<file path="config.mk">
export PLATFORM = sky130hd
export DESIGN_NAME = cctm_timer
export DESIGN_NICKNAME = d
export VERILOG_FILES = /design/src/hw/cctm_pkg.sv /design/src/hw/cctm_timer.sv
export VERILOG_INCLUDE_DIRS = /design/src /design/src/hw
export SDC_FILE = /design/constraint.sdc
export NUM_CORES = 1
export LEC_CHECK = 0
export BUFFER_PORTS_ARGS = -buffer_cell sky130_fd_sc_hd__buf_2
export CORE_MARGIN = 5
export CORE_UTILIZATION = 53
export DETAILED_ROUTE_END_ITERATION = 10
export GPL_TIMING_DRIVEN = 0
export PLACE_DENSITY = 0.83
export RECOVER_POWER = 100
export SYNTH_ARGS = -nofsm -noshare
export SYNTH_HDL_FRONTEND = slang
export SYNTH_SLANG_ARGS = --single-unit
</file>
<file path="constraint.sdc">
create_clock -name clk -period 2.6 [get_ports clk]
set_clock_uncertainty 0.1 [all_clocks]
set_input_delay 0.26 -clock clk [delete_from_list [all_inputs] [get_ports clk]]
set_output_delay 0.26 -clock clk [all_outputs]
set_load 0.005 [all_outputs]
</file>
<file path="src/hw/cctm_regs.svh">
// Purpose: register indices, fields and reset values of the timer
// Assumes: byte address is four times the register index
// Notes: definitions only
`ifndef CCTM_REGS_SVH
`define CCTM_REGS_SVH

// ==========================================================
// register indices
`define CCTM_IDX_CTRL 4'h0
`define CCTM_IDX_CMD 4'h1
`define CCTM_IDX_OMS 4'h2
`define CCTM_IDX_CAM 4'h3
`define CCTM_IDX_LCV 4'h4
`define CCTM_IDX_HCV 4'h5
`define CCTM_IDX_STAT 4'h6

// ==========================================================
// field positions
`define CCTM_CTRL_RUN 0
`define CCTM_CTRL_EXT 1
`define CCTM_CTRL_TST 2
`define CCTM_OMS_PRESET 3
`define CCTM_CAM_OTM 3
`define CCTM_CAM_CTM 2
`define CCTM_CAM_RM 1
`define CCTM_CAM_IM 0

// ==========================================================
// reset values
`define CCTM_RST_CTRL 3'h0
`define CCTM_RST_CMD 4'hf
`define CCTM_RST_OMS 4'hf
`define CCTM_RST_CAM 4'h0
`define CCTM_RST_LCV 4'hf
`define CCTM_RST_HCV 8'hff

`endif

</file>
<file path="src/hw/cctm_pkg.sv">
// Purpose: types of the compare timer and modulator
// Assumes: constants live in cctm_regs.svh
// Notes: enum codes equal the register field codes
package cctm_pkg;

  // ========================================================
  // counter modes
  typedef enum logic [1:0] {
    CM_CHAIN12 = 2'b11,
    CM_PRESC_DCG = 2'b10,
    CM_RUN_PRE = 2'b01,
    CM_STOP_PRE = 2'b00
  } cctm_cmode_t;

  // ========================================================
  // output modes
  typedef enum logic [2:0] {
    OM_TOGGLE = 3'b111,
    OM_BURST_FF = 3'b110,
    OM_BURST_SO = 3'b101,
    OM_BIPHASE = 3'b100,
    OM_MANCH = 3'b011,
    OM_DIRECT = 3'b010,
    OM_PWM = 3'b001,
    OM_NONE = 3'b000
  } cctm_omode_t;

  // ========================================================
  // software settings
  typedef struct packed {
    logic [1:0] duty;
    cctm_cmode_t cmode;
    logic preset;
    cctm_omode_t omode;
    logic otm;
    logic ctm;
    logic rm;
    logic im;
    logic [3:0] lo_cmp;
    logic [7:0] hi_cmp;
    logic run;
    logic ext_sel;
    logic tog_start;
  } cctm_cfg_t;

endpackage

</file>
<file path="src/hw/cctm_timer.sv">
// Purpose: cascadable 4-bit plus 8-bit compare timer with modulator
// Assumes: APB slave, zero wait states, inputs synchronous to clk
// Notes: counts on clk or on rising edges of external_count_in
// Function
// - duty field 11/10/01/00 divides by 1/2/3/4.
// - mode 11 chains stages to 12 bits, clock out on low overflow.
// - mode 10 runs 8-bit stage behind prescaler and duty generator.
// - mode 01 clocks 8-bit stage directly, prescaler runs, restarts.
// - mode 00 clocks 8-bit stage directly, prescaler held reset.
// - duty generator gives 25, 33 or 50 percent high time.
// - a write of output mode register while stopped presets the output flop.
// - preset is ignored while the timer runs.
// - select 111 toggles, 110 and 101 gate the duty output.
// - select 100 biphase, 011 Manchester encode serial data.
// - select 010 passes serial data, 001 is PWM, 000 forbidden.
// - 12-bit mode compares low nibble and high byte together.
// - other modes compare each stage with its own register.
// - match raises interrupt, toggles output or clocks next stage.
// - overflow toggle mask lets overflow toggle the output.
// - compare toggle mask lets a match toggle the output.
// - reset mask lets a match clear the counter.
// - interrupt mask gates the interrupt request.
// - interrupt source is match or overflow per masks and mode.
// - low compare zero passes the prescaler clock undivided.
// - run bit clear stops and resets, set lets counting run.
// - compare value y gives a period of y plus one clocks.
// - PWM toggles only on first match of each overflow period.
`include "cctm_regs.svh"
`timescale 1ns/1ps
`default_nettype none

module cctm_timer
  import cctm_pkg::*;
(
  // clock and reset
  input wire logic clk,
  input wire logic reset,
  // apb slave
  input wire logic psel,
  input wire logic penable,
  input wire logic pwrite,
  input wire logic [7:0] paddr,
  input wire logic [31:0] pwdata,
  output logic [31:0] prdata,
  output logic pready,
  output logic pslverr,
  // link
  input wire logic external_count_in,
  input wire logic serial_data_in,
  output logic timer_out_pin,
  output logic stage_clock_out,
  output logic timer_irq_req
);

  // ========================================================
  // state
  localparam cctm_cfg_t CFG_RST = '{
    duty: 2'(`CCTM_RST_CMD >> 2),
    cmode: cctm_cmode_t'(2'(`CCTM_RST_CMD)),
    preset: 1'(`CCTM_RST_OMS >> 3),
    omode: cctm_omode_t'(3'(`CCTM_RST_OMS)),
    otm: 1'(`CCTM_RST_CAM >> 3),
    ctm: 1'(`CCTM_RST_CAM >> 2),
    rm: 1'(`CCTM_RST_CAM >> 1),
    im: 1'(`CCTM_RST_CAM),
    lo_cmp: `CCTM_RST_LCV,
    hi_cmp: `CCTM_RST_HCV,
    run: 1'(`CCTM_RST_CTRL),
    ext_sel: 1'(`CCTM_RST_CTRL >> 1),
    tog_start: 1'(`CCTM_RST_CTRL >> 2)
  };

  cctm_cfg_t cfg_r;
  cctm_cfg_t cfg_nxt;
  logic [31:0] prdata_r;
  logic [31:0] rd_val;
  logic [3:0] lo_cnt_r;
  logic [3:0] lo_cnt_nxt;
  logic [7:0] hi_cnt_r;
  logic [7:0] hi_cnt_nxt;
  logic [1:0] dcg_cnt_r;
  logic [1:0] dcg_cnt_nxt;
  logic out_ff_r;
  logic out_ff_nxt;
  logic armed_r;
  logic armed_nxt;
  logic ext_prev_r;
  logic run_prev_r;
  logic half_r;
  logic bip_r;
  logic bip_nxt;
  logic pin_r;
  logic pin_nxt;
  logic clk_out_r;
  logic irq_r;

  // ========================================================
  // functions
  function automatic logic [3:0] inc4(input logic [3:0] v);
    inc4 = v + 4'h1;
  endfunction

  function automatic logic [7:0] inc8(input logic [7:0] v);
    inc8 = v + 8'h01;
  endfunction

  // ========================================================
  // bus decode
  wire [3:0] idx = paddr[5:2];
  wire addr_ok = (paddr[7:6] == 2'h0) && (idx <= `CCTM_IDX_STAT);
  wire setup = psel & ~penable;
  wire wr = psel & penable & pwrite & addr_ok;
  wire wr_cmd = wr && (idx == `CCTM_IDX_CMD);
  wire wr_oms = wr && (idx == `CCTM_IDX_OMS);
  wire [2:0] wr_omode = pwdata[2:0];

  assign pready = 1'b1;
  assign pslverr = psel & penable & ~addr_ok;
  assign prdata = prdata_r;

  always_comb begin
    cfg_nxt = cfg_r;
    if (wr) begin
      case (idx)
        `CCTM_IDX_CTRL: begin
          cfg_nxt.run = pwdata[`CCTM_CTRL_RUN];
          cfg_nxt.ext_sel = pwdata[`CCTM_CTRL_EXT];
          cfg_nxt.tog_start = pwdata[`CCTM_CTRL_TST];
        end
        `CCTM_IDX_CMD: begin
          cfg_nxt.duty = pwdata[3:2];
          cfg_nxt.cmode = cctm_cmode_t'(pwdata[1:0]);
        end
        `CCTM_IDX_OMS: begin
          cfg_nxt.preset = pwdata[`CCTM_OMS_PRESET];
          if (wr_omode != OM_NONE) begin
            cfg_nxt.omode = cctm_omode_t'(wr_omode);
          end
        end
        `CCTM_IDX_CAM: begin
          cfg_nxt.otm = pwdata[`CCTM_CAM_OTM];
          cfg_nxt.ctm = pwdata[`CCTM_CAM_CTM];
          cfg_nxt.rm = pwdata[`CCTM_CAM_RM];
          cfg_nxt.im = pwdata[`CCTM_CAM_IM];
        end
        `CCTM_IDX_LCV: begin
          cfg_nxt.lo_cmp = pwdata[3:0];
        end
        `CCTM_IDX_HCV: begin
          cfg_nxt.hi_cmp = pwdata[7:0];
        end
        default: begin
        end
      endcase
    end
  end

  always_comb begin
    rd_val = 32'h0;
    case (idx)
      `CCTM_IDX_CTRL: begin
        rd_val[2:0] = {cfg_r.tog_start, cfg_r.ext_sel, cfg_r.run};
      end
      `CCTM_IDX_CMD: begin
        rd_val[3:0] = {cfg_r.duty, cfg_r.cmode};
      end
      `CCTM_IDX_OMS: begin
        rd_val[3:0] = {cfg_r.preset, cfg_r.omode};
      end
      `CCTM_IDX_CAM: begin
        rd_val[3:0] = {cfg_r.otm, cfg_r.ctm, cfg_r.rm, cfg_r.im};
      end
      `CCTM_IDX_STAT: begin
        rd_val[13:0] = {pin_r, hi_cnt_r, lo_cnt_r, out_ff_r};
      end
      default: begin
        rd_val = 32'h0;
      end
    endcase
  end

  // ========================================================
  // count clock
  wire run = cfg_r.run;
  wire mode12 = cfg_r.cmode == CM_CHAIN12;
  wire mode_dcg = cfg_r.cmode == CM_PRESC_DCG;
  wire mode_direct = ~cfg_r.cmode[1];
  wire ext_rise = external_count_in & ~ext_prev_r;
  // external source only when 8-bit stage is direct
  wire ext_ok = mode_direct & cfg_r.ext_sel;
  wire tick = run & (ext_ok ? ext_rise : 1'b1);

  // ========================================================
  // low stage
  // prescaler stopped in mode 00
  wire lo_run = cfg_r.cmode != CM_STOP_PRE;
  wire lo_hit = lo_cnt_r == cfg_r.lo_cmp;
  wire lo_pulse = tick & lo_run & ~mode12 & lo_hit;
  wire lo_ovf = tick & mode12 & (lo_cnt_r == 4'hf);

  // ========================================================
  // duty cycle generator
  // last count is the inverted duty code
  wire [1:0] dcg_last = ~cfg_r.duty;
  wire dcg_bypass = mode12 | (cfg_r.duty == 2'b11);
  wire dcg_wrap = dcg_cnt_r == dcg_last;
  wire dcg_pulse = lo_pulse & (dcg_bypass | dcg_wrap);

  always_comb begin
    dcg_cnt_nxt = dcg_cnt_r;
    if (~run | dcg_bypass) begin
      dcg_cnt_nxt = 2'h0;
    end else if (lo_pulse) begin
      dcg_cnt_nxt = dcg_wrap ? 2'h0 : dcg_cnt_r + 2'h1;
    end
  end

  // high for one of 2, 3 or 4 prescaler periods
  wire dcg_level = dcg_bypass ? clk_out_r : (dcg_cnt_r == 2'h0);

  // ========================================================
  // high stage and compare
  logic hi_tick;
  always_comb begin
    unique case (cfg_r.cmode)
      CM_CHAIN12: hi_tick = lo_ovf;
      // fed by prescaler through duty generator
      CM_PRESC_DCG: hi_tick = dcg_pulse;
      CM_RUN_PRE: hi_tick = tick;
      CM_STOP_PRE: hi_tick = tick;
    endcase
  end

  wire [11:0] cnt12 = {hi_cnt_r, lo_cnt_r};
  // low nibble and high byte form one value
  wire [11:0] cmp12 = {cfg_r.hi_cmp, cfg_r.lo_cmp};
  wire m12 = tick & (cnt12 == cmp12);
  wire o12 = lo_ovf & (hi_cnt_r == 8'hff);
  // separate compare of the 8-bit stage
  wire m8 = hi_tick & (hi_cnt_r == cfg_r.hi_cmp);
  wire o8 = hi_tick & (hi_cnt_r == 8'hff);
  // one match signal drives every action
  wire high_stage_match = mode12 ? m12 : m8;
  wire high_stage_overflow = mode12 ? o12 : o8;
  wire match_clr = high_stage_match & cfg_r.rm;

  always_comb begin
    lo_cnt_nxt = lo_cnt_r;
    if (~run | ~lo_run | wr_cmd) begin
      lo_cnt_nxt = 4'h0;
    end else if (mode12) begin
      if (match_clr) begin
        lo_cnt_nxt = 4'h0;
      end else if (tick) begin
        lo_cnt_nxt = inc4(lo_cnt_r);
      end
    // prescaler period is compare plus one
    end else if (tick) begin
      lo_cnt_nxt = lo_hit ? 4'h0 : inc4(lo_cnt_r);
    end
  end

  always_comb begin
    hi_cnt_nxt = hi_cnt_r;
    if (~run) begin
      hi_cnt_nxt = 8'h00;
    // cleared after value y, period y plus one
    end else if (match_clr) begin
      hi_cnt_nxt = 8'h00;
    end else if (hi_tick) begin
      hi_cnt_nxt = inc8(hi_cnt_r);
    end
  end

  // ========================================================
  // output flip-flop
  wire pwm = cfg_r.omode == OM_PWM;
  // compare toggle, first match only in PWM
  wire cm_tog = cfg_r.ctm & high_stage_match & (~pwm | armed_r);
  wire of_tog = cfg_r.otm & high_stage_overflow;
  wire st_tog = cfg_r.tog_start & run & ~run_prev_r;
  wire preset_wr = wr_oms & ~run;

  always_comb begin
    out_ff_nxt = out_ff_r;
    if (preset_wr) begin
      out_ff_nxt = pwdata[`CCTM_OMS_PRESET];
    end else if (cm_tog | of_tog | st_tog) begin
      out_ff_nxt = ~out_ff_r;
    end
  end

  always_comb begin
    armed_nxt = armed_r;
    if (~run | high_stage_overflow) begin
      armed_nxt = 1'b1;
    end else if (pwm & high_stage_match) begin
      armed_nxt = 1'b0;
    end
  end

  // ========================================================
  // interrupt request
  logic irq_src;
  always_comb begin
    // mode 001 with compare toggle uses match only
    if (pwm & cfg_r.ctm) begin
      irq_src = high_stage_match;
    end else if (cfg_r.otm) begin
      irq_src = high_stage_overflow;
    end else begin
      irq_src = high_stage_match;
    end
  end

  // ========================================================
  // modulator
  wire stage_pulse = mode12 ? lo_ovf : lo_pulse;
  wire so = serial_data_in;

  always_comb begin
    bip_nxt = bip_r;
    // biphase flips at bit edge, mid-bit for zero
    if (stage_pulse & (half_r | ~so)) begin
      bip_nxt = ~bip_r;
    end
  end

  always_comb begin
    unique case (cfg_r.omode)
      OM_TOGGLE: pin_nxt = out_ff_r;
      OM_BURST_FF: pin_nxt = dcg_level & out_ff_r;
      OM_BURST_SO: pin_nxt = dcg_level & so;
      OM_BIPHASE: pin_nxt = bip_r;
      OM_MANCH: pin_nxt = so ^ half_r;
      OM_DIRECT: pin_nxt = so;
      OM_PWM: pin_nxt = out_ff_r;
      OM_NONE: pin_nxt = 1'b0;
    endcase
  end

  assign timer_out_pin = pin_r;
  assign stage_clock_out = clk_out_r;
  assign timer_irq_req = irq_r;

  // ========================================================
  // registers
  always_ff @(posedge clk) begin
    if (reset) begin
      cfg_r <= CFG_RST;
      prdata_r <= 32'h0;
    end else begin
      cfg_r <= cfg_nxt;
      // unmapped reads return zero
      prdata_r <= setup ? (addr_ok ? rd_val : 32'h0) : prdata_r;
    end
  end

  always_ff @(posedge clk) begin
    if (reset) begin
      lo_cnt_r <= 4'h0;
      hi_cnt_r <= 8'h00;
      dcg_cnt_r <= 2'h0;
      ext_prev_r <= 1'b0;
      run_prev_r <= 1'b0;
    end else begin
      lo_cnt_r <= lo_cnt_nxt;
      hi_cnt_r <= hi_cnt_nxt;
      dcg_cnt_r <= dcg_cnt_nxt;
      ext_prev_r <= external_count_in;
      run_prev_r <= run;
    end
  end

  always_ff @(posedge clk) begin
    if (reset) begin
      out_ff_r <= 1'b0;
      armed_r <= 1'b1;
      clk_out_r <= 1'b0;
      irq_r <= 1'b0;
    end else begin
      out_ff_r <= out_ff_nxt;
      armed_r <= armed_nxt;
      clk_out_r <= stage_pulse;
      irq_r <= cfg_r.im & irq_src;
    end
  end

  always_ff @(posedge clk) begin
    if (reset | ~run) begin
      half_r <= 1'b0;
      bip_r <= 1'b0;
    end else begin
      half_r <= stage_pulse ? ~half_r : half_r;
      bip_r <= bip_nxt;
    end
  end

  always_ff @(posedge clk) begin
    if (reset) begin
      pin_r <= 1'b0;
    end else begin
      pin_r <= pin_nxt;
    end
  end

endmodule

`default_nettype wire
</file>
Yosys cells after proc, flatten, opt, wreduce, memory -nomap -nowiden

Cells that the tools add are included.

$add $sub $neg: 3
$lt $le $gt $ge: 1
Eq/ne operators: 23
Multiplexer cells: 21
Bitwise gates (word level): 57
Reduce and logical (&&, ||, !) cells: 27

Operators with widths:

| operator                                            | number |
|---|---|
| bitwise AND 1 bit                                   | 31 |
| two-way mux 4 bit                                   | 5 |
| one-hot mux 3 bit (5 select lines)                  | 1 |
| two-way mux 14 bit                                  | 1 |
| AND reduction 2 bit                                 | 7 |
| NOT 1 bit                                           | 13 |
| equality test 12 bit                                | 1 |
| equality test 3 bit, second input constant          | 4 |
| equality test 4 x 3 -> 1 bit, second input constant | 3 |
| bitwise OR 1 bit                                    | 11 |
| two-way mux 10 bit                                  | 1 |
| OR reduction 2 bit                                  | 5 |
| two-way mux 1 bit                                   | 9 |
| adder 8 x 1 -> 8 bit, second input constant         | 1 |
| equality test 4 x 2 -> 1 bit, second input constant | 2 |
| equality test 8 bit                                 | 1 |
| equality test 8 bit, second input constant          | 1 |
| nonzero test 2 bit                                  | 4 |
| one-hot mux 1 bit (7 select lines)                  | 1 |
| equality test 2 bit, second input constant          | 3 |
| equality test 3 x 2 -> 1 bit, second input constant | 2 |
| zero test 2 bit                                     | 3 |
| adder 4 x 1 -> 4 bit, second input constant         | 1 |
| equality test 4 x 1 -> 1 bit, second input constant | 1 |
| other kinds (18)                                    | 20 |

Flip-flop bits (word level): 82
Input bits: 47
Output and inout bits: 37
Logic and storage cells: 158

Depth between registers and ports, before layout

Gate-level depths: netlist of run 1.

Depth after elaboration: 17
Depth in mapped cells: 7
Depth with buffers taken out: 7

Least setup slack after synthesis of run 1

OpenSTA, ideal clock, no wires.

Kind: reg2reg
From: register lo_cnt_r[0]
To: register out_ff_r
Setup time: 0.063 ns
Data arrival time: 1.886 ns
Data required time: 2.437 ns
Path slack: 0.551 ns
Stages on the path, launching flop included: 7
Path buffers: 0
Period minus slack after synthesis: 2.049 ns
Path through: dfxtp_1 -> xnor2_2 -> nand4_4 -> o41ai_4 -> nand4_2 -> a2111oi_0 -> nand3b_1

Longest elaborated chain between the ends: 11
Elaborated cells between the ends (all ways): 19
Classes of those cells: 3 x eq/ne; 3 x mux; 12 x bitwise; 1 x reduce/logical

Ends and longest elaborated chain:

| element                               | RTL line          | text |
|---|---|---|
| from (decl)                           | cctm_timer.sv:77  | `logic [3:0] lo_cnt_r;` |
| from (signal assigned)                | cctm_timer.sv:367 | `lo_cnt_r <= lo_cnt_nxt;` |
| equality test 4 bit                   | cctm_timer.sv:197 | `wire lo_hit = lo_cnt_r == cfg_r.lo_cmp;` |
| bitwise AND 1 bit                     | cctm_timer.sv:198 | `wire lo_pulse = tick & lo_run & ~mode12 & lo_hit;` |
| bitwise AND 1 bit                     | cctm_timer.sv:207 | `wire dcg_pulse = lo_pulse & (dcg_bypass \| dcg_wrap);` |
| one-hot mux 1 bit (3 select lines)    | cctm_timer.sv:225 | `unique case (cfg_r.cmode)` |
| bitwise AND 1 bit                     | cctm_timer.sv:240 | `wire m8 = hi_tick & (hi_cnt_r == cfg_r.hi_cmp);` |
| two-way mux 1 bit                     | cctm_timer.sv:243 | `wire high_stage_match = mode12 ? m12 : m8;` |
| bitwise AND 1 bit (2 in a row)        | cctm_timer.sv:279 | `wire cm_tog = cfg_r.ctm & high_stage_match & (~pwm \| armed_r);` |
| bitwise OR 1 bit * (2 in a row)       | cctm_timer.sv:288 | `end else if (cm_tog \| of_tog \| st_tog) begin` |
| nonzero test 2 bit (no source line) * | n/a               |  |
| to (signal assigned)                  | cctm_timer.sv:382 | `out_ff_r <= out_ff_nxt;` |
| to (decl)                             | cctm_timer.sv:83  | `logic out_ff_r;` |

Mark *: on every way between the ends. The rest lies on a longest branch, timed or not.
A chain may end at the register's enable or synchronous reset.

Worst setup path in the final report of run 1

From: register lo_cnt_r[0]
To: register irq_r (netlist: timer_irq_req)

Longest elaborated chain between the ends: 9
Elaborated cells between the ends (all ways): 16
Classes of those cells: 3 x eq/ne; 5 x mux; 8 x bitwise

Ends and longest elaborated chain:

| element                                     | RTL line                             | text |
|---|---|---|
| equality test 4 bit                         | cctm_timer.sv:197                    |  |
| bitwise AND 1 bit                           | cctm_timer.sv:198                    |  |
| bitwise AND 1 bit                           | cctm_timer.sv:207                    |  |
| one-hot mux 1 bit (3 select lines)          | cctm_timer.sv:225                    |  |
| bitwise AND 1 bit, on equally long branches | cctm_timer.sv:240, cctm_timer.sv:241 |  |
| two-way mux 1 bit, on equally long branches | cctm_timer.sv:243, cctm_timer.sv:244 |  |
| two-way mux 1 bit                           | cctm_timer.sv:309                    | `end else if (cfg_r.otm) begin` |
| two-way mux 1 bit *                         | cctm_timer.sv:307                    | `if (pwm & cfg_r.ctm) begin` |
| bitwise AND 1 bit *                         | cctm_timer.sv:385                    | `irq_r <= cfg_r.im & irq_src;` |
| to (signal assigned)                        | cctm_timer.sv:385                    |  |
| to (decl)                                   | cctm_timer.sv:95                     | `logic irq_r;` |

Marked as above.

==> results of run 1 <==
power groups by stage:
| stage | Sequential [mW] | Clock [mW] | Combinational (mW) |
|---|---|---|---|
| global route | 0.982 | 1.13 | 0.132 |
| CTS | 0.982 | 1.08 | 0.118 |
| global placement | 1.01 | 0 | 0.114 |
| floorplan | 1.00 | 0 | 0.0760 |
| detailed placement | 1.01 | 0 | 0.117 |
| finish | 0.982 | 1.08 | 0.121 |
registers in the layout, indices dropped and copies added (netlist names), 2 cells and up:
register,cells
prdata,14
hi_cnt_r,8
cfg_r,26
dcg_cnt_r,2
lo_cnt_r,4
layer usage:
metal	part of all wire	wire length (µm)	track usage	vias up
li1	-	-	-	1460
met1	0.43	3820	0.304	1431
met2	0.46	4050	0.340	145
met3	0.078	686	0.0575	22
met4	0.030	267	0.0961	0
met5	0	0	0	-
worst max-delay path, stage by stage (launching register included):
cell,delay (ns)
dfxtp_1,0.51
ha_1,0.25
and4_1,0.22
o221ai_1,0.17
o41ai_4,0.08
buf_4,0.21
buf_4,0.13
nand4_1,0.16
mux2_2,0.32
nor3b_1,0.22
cells by family after synthesis:
family,synth area share
and+or+nand+nor,0.226
AOI/OAI and AO/OA,0.172
DFF,0.381
buffers and inverters,0.0845
xor gates and xnor gates,0.0715
muxes,0.0477
adders and majority gates,0.0149
other,0.00223
area by class of cell:
cell class                 instances  area share
timing repair buffer              41      0.0493
inverter                          17      0.0161
clock inverter                     6      0.0291
buffer                            39      0.0556
tap                               77      0.0243
multi-input combinational        282       0.467
sequential                        64       0.324
clock buffer                      10      0.0348
repair_timing:
| action | CTS | global route |
|---|---|---|
| buffers inserted | 0 | 4 |
| setup endpoints to repair | 0 | 8 |
| resized for setup | 0 | 1 |
layout by cell type (no fill, tap or decap), types with 10 or more instances in the layout:
cell type  synthesis  final
buf_2              2     23
a22oi_1           14     14
xnor2_1           13     14
buf_4             19     23
conb_1             2     19
nor2b_1           16     16
nand2_1           19     19
nor2_1            48     48
dfxtp_1           64     64
a21oi_1           17     17
inv_1             17     17
clkbuf_1          18     34
o21ai_0           11     12
a211o_1           17     17
clkbuf_8           0     10
nor3_1            12     12
metrics by stage:
step / cells / setup WS, ns
after detailed placement: 516 / 0.0711
after global routing: 536 / -0.00607
after CTS: 532 / 0.0395
after global placement: 516 / 0.0925
after floorplan: 402 / 0.551
final: 536 / 0.137
final timing paths:
check / endpoint / cells past startpoint / slack (ns) / from
worst max register to register: timer_irq_req / 9 / 0.14 / lo_cnt_r[0]
worst min register to register: prdata[3] / 2 / 0.36 / prdata[3]
worst max-delay path: timer_irq_req / 9 / 0.14 / lo_cnt_r[0]
worst min-delay path: cfg_r[10] / 2 / 0.03 / pwdata[7]
==> results by group, run 1 <==
STA
  • Slew @ Worst Pin: 1.16 ns
  • Tcrit/Tclk final: 0.947
  • Final hold violations: 0
  • Slew margin rel.: 0.220
  • Min Tclk post-route: 2.46 ns
  • Fin. max-slew vios: 0
  • Highest clock rate: 406 MHz
  • WHS: 0.0253 ns
  • Setup TNS Final: 0 ns
  • Final setup vio count: 0

Clocking
  • Clock Latency Late Sink: 0.34 ns
  • CTS root buffer: clkbuf_8
  • Hold_buf cts: 0
  • CTS Buffer Depth: 2
  • CTS sink cnt: 64
  • CTS H-tree depth: 3
  • TritonCTS clock tree: done
  • CTS Buf Count: 9
  • Clock slew at reported path FFs: 0.08 ns

Global route
  • First-pass GRT wire length: 13600 µm
  • GRT Total Usage: 0.225
  • Grt total ovfl: 0
  • Largest net degree at the start of global routing: 13
  • Vias in the first global route: 2696
  • Initial antenna violation count: 0

Pwr
  • Sw power: 0.481 mW
  • Sequential fraction of design power: 0.450
  • Peak VDD IR: 462 µV
  • Comb power frac: 0.055
  • Net Sw Frac: 0.221
  • Leakage power: 1.54 nW
  • Clock power share: 0.494
  • Pwr Total: 2.18 mW
  • Internal cell power: 1.70 mW
  • Power per standard cell area: 551 nW/µm²

Outcome
  • Status: finished clean

Final layout
  • Finished Cell Area: 3960 µm²
  • Layout cell share with drive strength beyond 1: 0.163
  • Finished Core Util: 0.635
  • Final-layout fill cell count: 551
  • ANT cells: 0
  • Total area of sequential cells: 1280 µm²
  • Multi-input gate area: 1850 µm²
  • Nets: 505
  • P&R area growth vs syn: 17.8%

Detailed routing
  • DR vias: 3058
  • DR iter-0 viols: 304
  • DRC viols: 0
  • Via density: 5.71
  • Drt pass-1 iters: 5
  • Total Wirelength: 8820 µm
  • Routed Antenna Nets: 0
  • Avg WL per Cell: 16.5 µm

Place
  • Detailed Place HPWL: 6390 µm
  • Input/output buffers: 37
  • Placer Congestion: 0.946
  • Placed cell area: 3710 µm²

Worst setup path
  • Critical path type: flip-flop to flip-flop
  • Crit path DAT: 2.61 ns
  • CP max FO: 6
  • Type of origin of the critical path: flip-flop
  • Critical Path RT: 2.75 ns
  • CP Capture Type: flip-flop

Die
  • Initial Util: 0.538
  • Die Y: 89.6 µm
  • FP Rows: 29
  • Die width: 89.6 µm
  • I/O pin cnt: 84
  • Core area: 6240 µm²
  • Full die area: 8030 µm²

Synthesis
  • Warning count from the yosys run: 0
  • Synth Cell Area: 3360 µm²
  • Primary FF master, synth: dfxtp_1
  • Post-synth EDFFs: 0
  • Mean Syn Cell Area: 8.73 µm²
  • Yosys cell types: 54
  • Top cells by area, synth: dfxtp_1, nor2_1, a211o_1
  • Top-count cell post-synth: dfxtp_1
  • Top-area cell type share of the netlist area: 0.381
  • Top cells by count, synth: dfxtp_1, nor2_1, buf_4, nand2_1, clkbuf_1
  • Post-synth ARST share: 0
  • Largest area contributor in the netlist: dfxtp_1
  • Post-Syn Instances: 385
  • Synth Register Bits: 64
  • Post-synthesis sequential area ratio: 0.381

Run
  • MaxCap Viol Count: 0

Min path
  • Hold Path Class: input pin to flip-flop
Power figures use the tool's default switching activity.
==> run 2: changes to the inputs <==
Settings changed: CAP_MARGIN set to 30, CORE_ASPECT_RATIO set to 1.5.
==> run 2 against run 1 <==
  * Die area is 0.40% higher
  * First-iteration DRC count is 17% lower
  * Worst hold slack worse by 0.014 ns
  * Setup slack better by 0.036 ns
  * Final cell count is 1.1% lower
  * Combinational power hardly changed
  * Flip-flop and latch count stayed put
  * Core utilization is 0.41 points lower
  * Clock-buffer cell count is 1 lower
  * Non-clock buffer count is 3 lower
  * Power is 9.6% lower
  * Critical path depth is 3 lower
  * Critical endpoint is now out_ff_r
  * Highest routed layer unchanged
==> results by group, run 2 (synthesized netlist as in run 1, its figures left out) <==
Final layout
  • P&R area growth vs syn: 15.8% (was 17.8%)
  • Most common cell after layout, fill and taps aside: dfxtp_1 (unchanged)
  • Commonest non-fill, non-tap cells in the layout: dfxtp_1, nor2_1, clkbuf_1, buf_2 (was dfxtp_1, nor2_1, clkbuf_1, buf_2, buf_4)
  • Nets: 502 (was 505)
  • Finished Core Util: 0.630 (was 0.635)
  • ANT cells: 0 (unchanged)
  • Finished Cell Area: 3890 µm² (was 3960 µm²)
  • Max FFs per register: 26 (unchanged)
  • Biggest register: cfg_r (unchanged)
  • Layout cell share with drive strength beyond 1: 0.167 (was 0.163)

Clocking
  • CTS root buffer: clkbuf_8 (unchanged)
  • Resized Gates After CTS: 0 (unchanged)
  • CTS Buf Count: 9 (unchanged)
  • CTS H-tree depth: 3 (unchanged)
  • CTS Buffer Depth: 2 (unchanged)
  • Clock Latency Late Sink: 0.34 ns (about the same)
  • # Post-CTS Setup Buffers: 0 (unchanged)
  • Hold_buf cts: 0 (unchanged)
  • Clock slew at reported path FFs: 0.08 ns (about the same)
  • TritonCTS clock tree: done (unchanged)
  • CTS sink cnt: 64 (unchanged)

Place
  • Placed cell area: 3710 µm² (about the same)
  • Placer Congestion: 0.975 (was 0.946)
  • Input/output buffers: 37 (unchanged)
  • Detailed Place HPWL: 6440 µm (was 6390 µm)

Outcome
  • Status: finished clean (unchanged)

Pwr
  • Power per standard cell area: 507 nW/µm² (was 551 nW/µm²)
  • Peak VDD IR: 461 µV (was 462 µV)
  • Leakage power: 1.55 nW (was 1.54 nW)

Detailed routing
  • DRC viols: 0 (unchanged)
  • Via density: 5.65 (was 5.71)
  • Drt pass-1 iters: 6 (was 5)
  • DR vias: 2996 (was 3058)
  • Avg WL per Cell: 16.0 µm (was 16.5 µm)
  • Total Wirelength: 8480 µm (was 8820 µm)
  • Routed Antenna Nets: 0 (unchanged)
  • DR iter-0 viols: 252 (was 304)

STA
  • Fin. max-slew vios: 0 (unchanged)
  • Tcrit/Tclk final: 0.934 (was 0.947)
  • Setup TNS Final: 0 ns (unchanged)
  • Slew margin rel.: 0.402 (was 0.220)
  • RSZ-0062 raised after global routing: false
  • Slew @ Worst Pin: 0.895 ns (was 1.16 ns)
  • Highest clock rate: 412 MHz (was 406 MHz)
  • Min Tclk post-route: 2.43 ns (was 2.46 ns)
  • Final hold violations: 0 (unchanged)
  • Final setup vio count: 0 (unchanged)

Worst setup path
  • Critical path type: flip-flop to flip-flop (unchanged)
  • Crit path DAT: 2.62 ns (was 2.61 ns)
  • R2R Setup Slk: 0.17 ns (was 0.14 ns)
  • Critical Path RT: 2.79 ns (was 2.75 ns)
  • Worst R2R End: out_ff_r (was timer_irq_req)
  • Worst reg-to-reg path cell count: 6 (was 9)
  • CP max FO: 9 (was 6)
  • Type of origin of the critical path: flip-flop (unchanged)
  • CP Capture Type: flip-flop (unchanged)
  • Reg-to-reg startpoint: lo_cnt_r[2] (was lo_cnt_r[0])

Min path
  • Hold Path Class: input pin to flip-flop (unchanged)
  • Hold path cells: 2 (unchanged)
  • Hold Path Origin: pwdata[4] (was pwdata[7])
  • WHS Endpoint: cfg_r[7] (was cfg_r[10])

Die
  • Full die area: 8070 µm² (was 8030 µm²)
  • I/O pin cnt: 84 (unchanged)
  • FP Rows: 35 (was 29)
  • Core area: 6170 µm² (was 6240 µm²)
  • Die Y: 108 µm (was 89.6 µm)
  • Initial Util: 0.544 (was 0.538)
  • Die width: 75.0 µm (was 89.6 µm)

Global route
  • Largest net degree at the start of global routing: 14 (was 13)
  • Grt total ovfl: 0 (unchanged)
  • GRT Total Usage: 0.221 (was 0.225)
  • Initial antenna violation count: 0 (unchanged)
  • First-pass GRT wire length: 13600 µm (about the same)
  • Vias in the first global route: 2866 (was 2696)

Run
  • MaxCap Viol Count: 0 (unchanged)
[run 2: cell count changes in the layout (fill, tap and decap cells not counted), sizes merged]
cell / previous run / this run
clkbuf: 44 / 40
clkinv: 1 / 2
bufinv: 3 / 1
inv: 18 / 20
[run 2: layout make-up]
type	instances	area [µm²]
plain buffers	39	219
clock buffers	9	124
clock inverters	7	77.6
fillers	533	2280
inverters	17	63.8
multi-input cells	282	1860
flip-flops and latches	64	1280
well taps	74	92.6
repair buffers	38	175
[run 2: worst max-delay path, stage by stage (launching register included)]
cell,delay [ns]
dfxtp_1,0.51
xnor2_2,0.17
nand4_4,0.18
o41ai_4,0.68
nand4_2,0.18
a2111oi_0,0.40
nand3b_1,0.15
[run 2: worst max-delay path by stage]
stage | startpoint | endpoint | slack (ns)
3_3_place_gp | lo_cnt_r[2] | timer_irq_req | 0.23
5_1_grt | ext_prev_r | out_ff_r | 0.02
3_5_place_dp | lo_cnt_r[0] | out_ff_r | 0.21
4_1_cts | lo_cnt_r[0] | out_ff_r | 0.18
2_1_floorplan | lo_cnt_r[0] | out_ff_r | 0.55
6_report | lo_cnt_r[2] | out_ff_r | 0.17
[run 2: metal layers]
| layer | up-vias | global-route usage | part of all wire |
|---|---|---|---|
| met3 | 31 | 0.0430 | 0.050 |
| met4 | 0 | 0.128 | 0.050 |
| met2 | 106 | 0.400 | 0.55 |
| met5 | - | 0 | 0 |
| met1 | 1403 | 0.225 | 0.35 |
| li1 | 1456 | - | - |
[run 2: metrics by stage]
step | instances | power (mW) | setup slack, ns | hold slack [ns]
CTS | 530 | 1.98 | 0.184 | 0.00685
detailed placement | 514 | 1.12 | 0.208 | 0.365
floorplan | 402 | 1.08 | 0.551 | 0.278
global placement | 513 | 1.12 | 0.226 | 0.354
global route | 530 | 2.03 | 0.0175 | 0.0293
finish | 530 | 1.97 | 0.173 | 0.0109
[run 2: power breakdown]
part	leakage (nW)	internal (mW)	switching, mW
sequential	0.516	0.981	0.00104
clock	0.101	0.452	0.420
combinational	0.931	0.0507	0.0679
==> run 3: changes to the inputs <==
Settings changed: SETUP_SLACK_MARGIN set to 0.4.
==> run 3 against run 2 <==
  * Flip-flop and latch count unchanged
  * Final cell count grew 0.57%
  * Fmax is 8.0% higher
  * Sequential share of layout area fell by 0.14 points
  * Critical path depth unchanged
  * Clock-buffer cell count unchanged
  * Register-to-register slack improved by 0.18 ns
  * Worst hold slack got worse by 0.0034 ns
  * Combinational power about the same
  * Critical path type unchanged
  * Critical endpoint is now hi_cnt_r[0]
==> results by group, run 3 (synthesized netlist as in run 1, its figures left out) <==
Clocking
  • CTS root buffer: clkbuf_8 (unchanged)
  • CTS H-tree depth: 3 (unchanged)
  • Hold_buf cts: 0 (unchanged)
  • Clock Latency Late Sink: 0.35 ns (was 0.34 ns)
  • Clock slew at reported path FFs: 0.08 ns (about the same)
  • CTS Buf Count: 9 (unchanged)
  • CTS sink cnt: 64 (unchanged)
  • CTS Buffer Depth: 2 (unchanged)
  • TritonCTS clock tree: done (unchanged)

Detailed routing
  • Avg WL per Cell: 16.1 µm (was 16.0 µm)
  • DR iter-0 viols: 234 (was 252)
  • Drt pass-1 iters: 5 (was 6)
  • DR vias: 2998 (was 2996)
  • DRC viols: 0 (unchanged)
  • Via density: 5.62 (was 5.65)
  • Routed Antenna Nets: 0 (unchanged)
  • Total Wirelength: 8600 µm (was 8480 µm)

Place
  • Detailed Place HPWL: 6440 µm (unchanged)
  • Placer Congestion: 0.975 (unchanged)
  • Input/output buffers: 37 (unchanged)
  • Place WS: 0.208 ns (unchanged)

Run
  • MaxCap Viol Count: 0 (unchanged)

Pwr
  • Net Sw Frac: 0.251 (was 0.248)
  • Power per standard cell area: 502 nW/µm² (was 507 nW/µm²)
  • Peak VDD IR: 458 µV (was 461 µV)
  • Sw power: 0.496 mW (was 0.489 mW)
  • Internal cell power: 1.48 mW (about the same)
  • Clock power share: 0.444 (was 0.442)
  • Comb power frac: 0.060 (about the same)
  • Sequential fraction of design power: 0.496 (was 0.498)
  • Leakage power: 1.54 nW (was 1.55 nW)

Global route
  • First-pass GRT wire length: 13600 µm (about the same)
  • GRT Total Usage: 0.223 (was 0.221)
  • Grt total ovfl: 0 (unchanged)
  • Initial antenna violation count: 0 (unchanged)
  • Largest net degree at the start of global routing: 14 (unchanged)
  • Vias in the first global route: 2878 (was 2866)

Worst setup path
  • Worst reg-to-reg path cell count: 6 (unchanged)
  • CP Capture Type: flip-flop (unchanged)
  • Crit-path max cell delay: 0.44 ns (was 0.68 ns)
  • Type of origin of the critical path: flip-flop (unchanged)
  • Critical path type: flip-flop to flip-flop (unchanged)
  • Reg-to-reg startpoint: cfg_r[23] (was lo_cnt_r[2])
  • Worst R2R End: hi_cnt_r[0] (was out_ff_r)
  • Crit path DAT: 2.38 ns (was 2.62 ns)
  • Buf+Inv Stages, Crit Path: 1 (was 0)
  • CP max FO: 10 (was 9)
  • Delay-heaviest family, CP: compound AO/OA/AOI/OAI gates (unchanged)
  • Crit path cell chain: clkbuf_1 -> nor3_1 -> o31ai_1 -> nand2_1 -> o21ai_2 -> nor2_1 (was xnor2_2 -> nand4_4 -> o41ai_4 -> nand4_2 -> a2111oi_0 -> nand3b_1)
  • Critical Path RT: 2.73 ns (was 2.79 ns)
  • R2R Setup Slk: 0.35 ns (was 0.17 ns)
  • Crit-path slowest cell: dfxtp_1 (was o41ai_4)

STA
  • Slew margin rel.: 0.409 (was 0.402)
  • Setup TNS Final: 0 ns (unchanged)
  • Min Tclk post-route: 2.25 ns (was 2.43 ns)
  • Slew @ Worst Pin: 0.885 ns (was 0.895 ns)
  • WHS: 0.00758 ns (was 0.0109 ns)
  • Fin. max-slew vios: 0 (unchanged)
  • Final hold violations: 0 (unchanged)
  • Final setup vio count: 0 (unchanged)
  • Final WS setup: 0.353 ns (was 0.173 ns)
  • Tcrit/Tclk final: 0.864 (was 0.934)
  • Highest clock rate: 445 MHz (was 412 MHz)
  • RSZ-0062 raised after global routing: false (unchanged)

Final layout
  • Commonest non-fill, non-tap cells in the layout: dfxtp_1, nor2_1, clkbuf_1, buf_2, buf_4 (was dfxtp_1, nor2_1, clkbuf_1, buf_2)
  • ANT cells: 0 (unchanged)
  • Max FFs per register: 26 (unchanged)
  • Biggest register: cfg_r (unchanged)
  • P&R area growth vs syn: 17.3% (was 15.8%)
  • Final-layout fill cell count: 520 (was 533)
  • Most common cell after layout, fill and taps aside: dfxtp_1 (unchanged)
  • Nets: 505 (was 502)
  • Layout cell share with drive strength beyond 1: 0.198 (was 0.167)

Outcome
  • Status: finished clean (unchanged)

Die
  • Initial Util: 0.544 (unchanged)
  • Full die area: 8070 µm² (unchanged)
  • Core area: 6170 µm² (unchanged)
  • I/O pin cnt: 84 (unchanged)
  • Die Y: 108 µm (unchanged)
  • Die width: 75.0 µm (unchanged)
  • FP Rows: 35 (unchanged)

Min path
  • Hold Path Origin: pwdata[4] (unchanged)
  • Hold path cells: 2 (unchanged)
  • WHS Endpoint: cfg_r[7] (unchanged)
  • Hold Path Class: input pin to flip-flop (unchanged)
## run 3: worst max path at each step
stage | startpoint | end | slack (ns) | cells past startpoint
after floorplan | lo_cnt_r[0] | out_ff_r | 0.55 | 6
after global placement | lo_cnt_r[2] | timer_irq_req | 0.23 | 6
after detailed placement | lo_cnt_r[0] | out_ff_r | 0.21 | 6
after CTS | cfg_r[23] | hi_cnt_r[0] | 0.41 | 6
after global routing | cfg_r[25] | out_ff_r | 0.22 | 7
final | cfg_r[23] | hi_cnt_r[0] | 0.35 | 6
## run 3: final cells by class
| type | count | area [µm²] | share of cell area |
|---|---|---|---|
| multi-input combinational | 282 | 1870 | 0.475 |
| sequential | 64 | 1290 | 0.328 |
| buffer | 39 | 223 | 0.0565 |
| timing repair buffer | 41 | 196 | 0.0498 |
| clock buffer | 9 | 124 | 0.0314 |
| tap | 74 | 92.6 | 0.0235 |
| clock inverter | 7 | 77.6 | 0.0197 |
| inverter | 17 | 63.8 | 0.0162 |
## run 3: repair_timing
| action | CTS | global route |
|---|---|---|
| buffers inserted | 3 | 0 |
| setup endpoints to repair | 10 | 14 |
| pin swaps | 1 | 0 |
| gates resized for setup | 3 | 23 |
| hold endpoints to repair | 0 | 0 |
## run 3: power groups by stage
stage | clock network [mW] | registers, mW | logic (mW)
2_1_floorplan | 0 | 1.00 | 0.0760
3_3_place_gp | 0 | 1.01 | 0.114
3_5_place_dp | 0 | 1.01 | 0.116
4_1_cts | 0.881 | 0.982 | 0.117
5_1_grt | 0.916 | 0.980 | 0.132
6_report | 0.879 | 0.980 | 0.119
## run 3: stage by stage
stage | instances | power [mW] | cell area [µm²] | util
6_report | 533 | 1.98 | 3940 | 0.639
5_1_grt | 533 | 2.03 | 3940 | 0.639
4_1_cts | 533 | 1.98 | 3940 | 0.638
3_5_place_dp | 514 | 1.12 | 3710 | 0.600
3_3_place_gp | 513 | 1.12 | 3700 | 0.600
2_1_floorplan | 402 | 1.08 | 3420 | -
## run 3: worst register-to-register path, delay by kind of cell, from the launching register on
kind	cells	cell delay, ns
AO/OA/AOI/OAI	2	0.79
buffers and inverters	1	0.41
flip-flops	1	0.44
AND/OR/NAND/NOR	3	0.39
## run 3: layer usage
metal	GRT usage	part of all wire	wire, µm	up-vias
li1	-	-	-	1457
met1	0.229	0.35	3040	1379
met2	0.402	0.54	4610	125
met3	0.0439	0.057	486	37
met4	0.123	0.053	459	0
met5	0	0	0	-
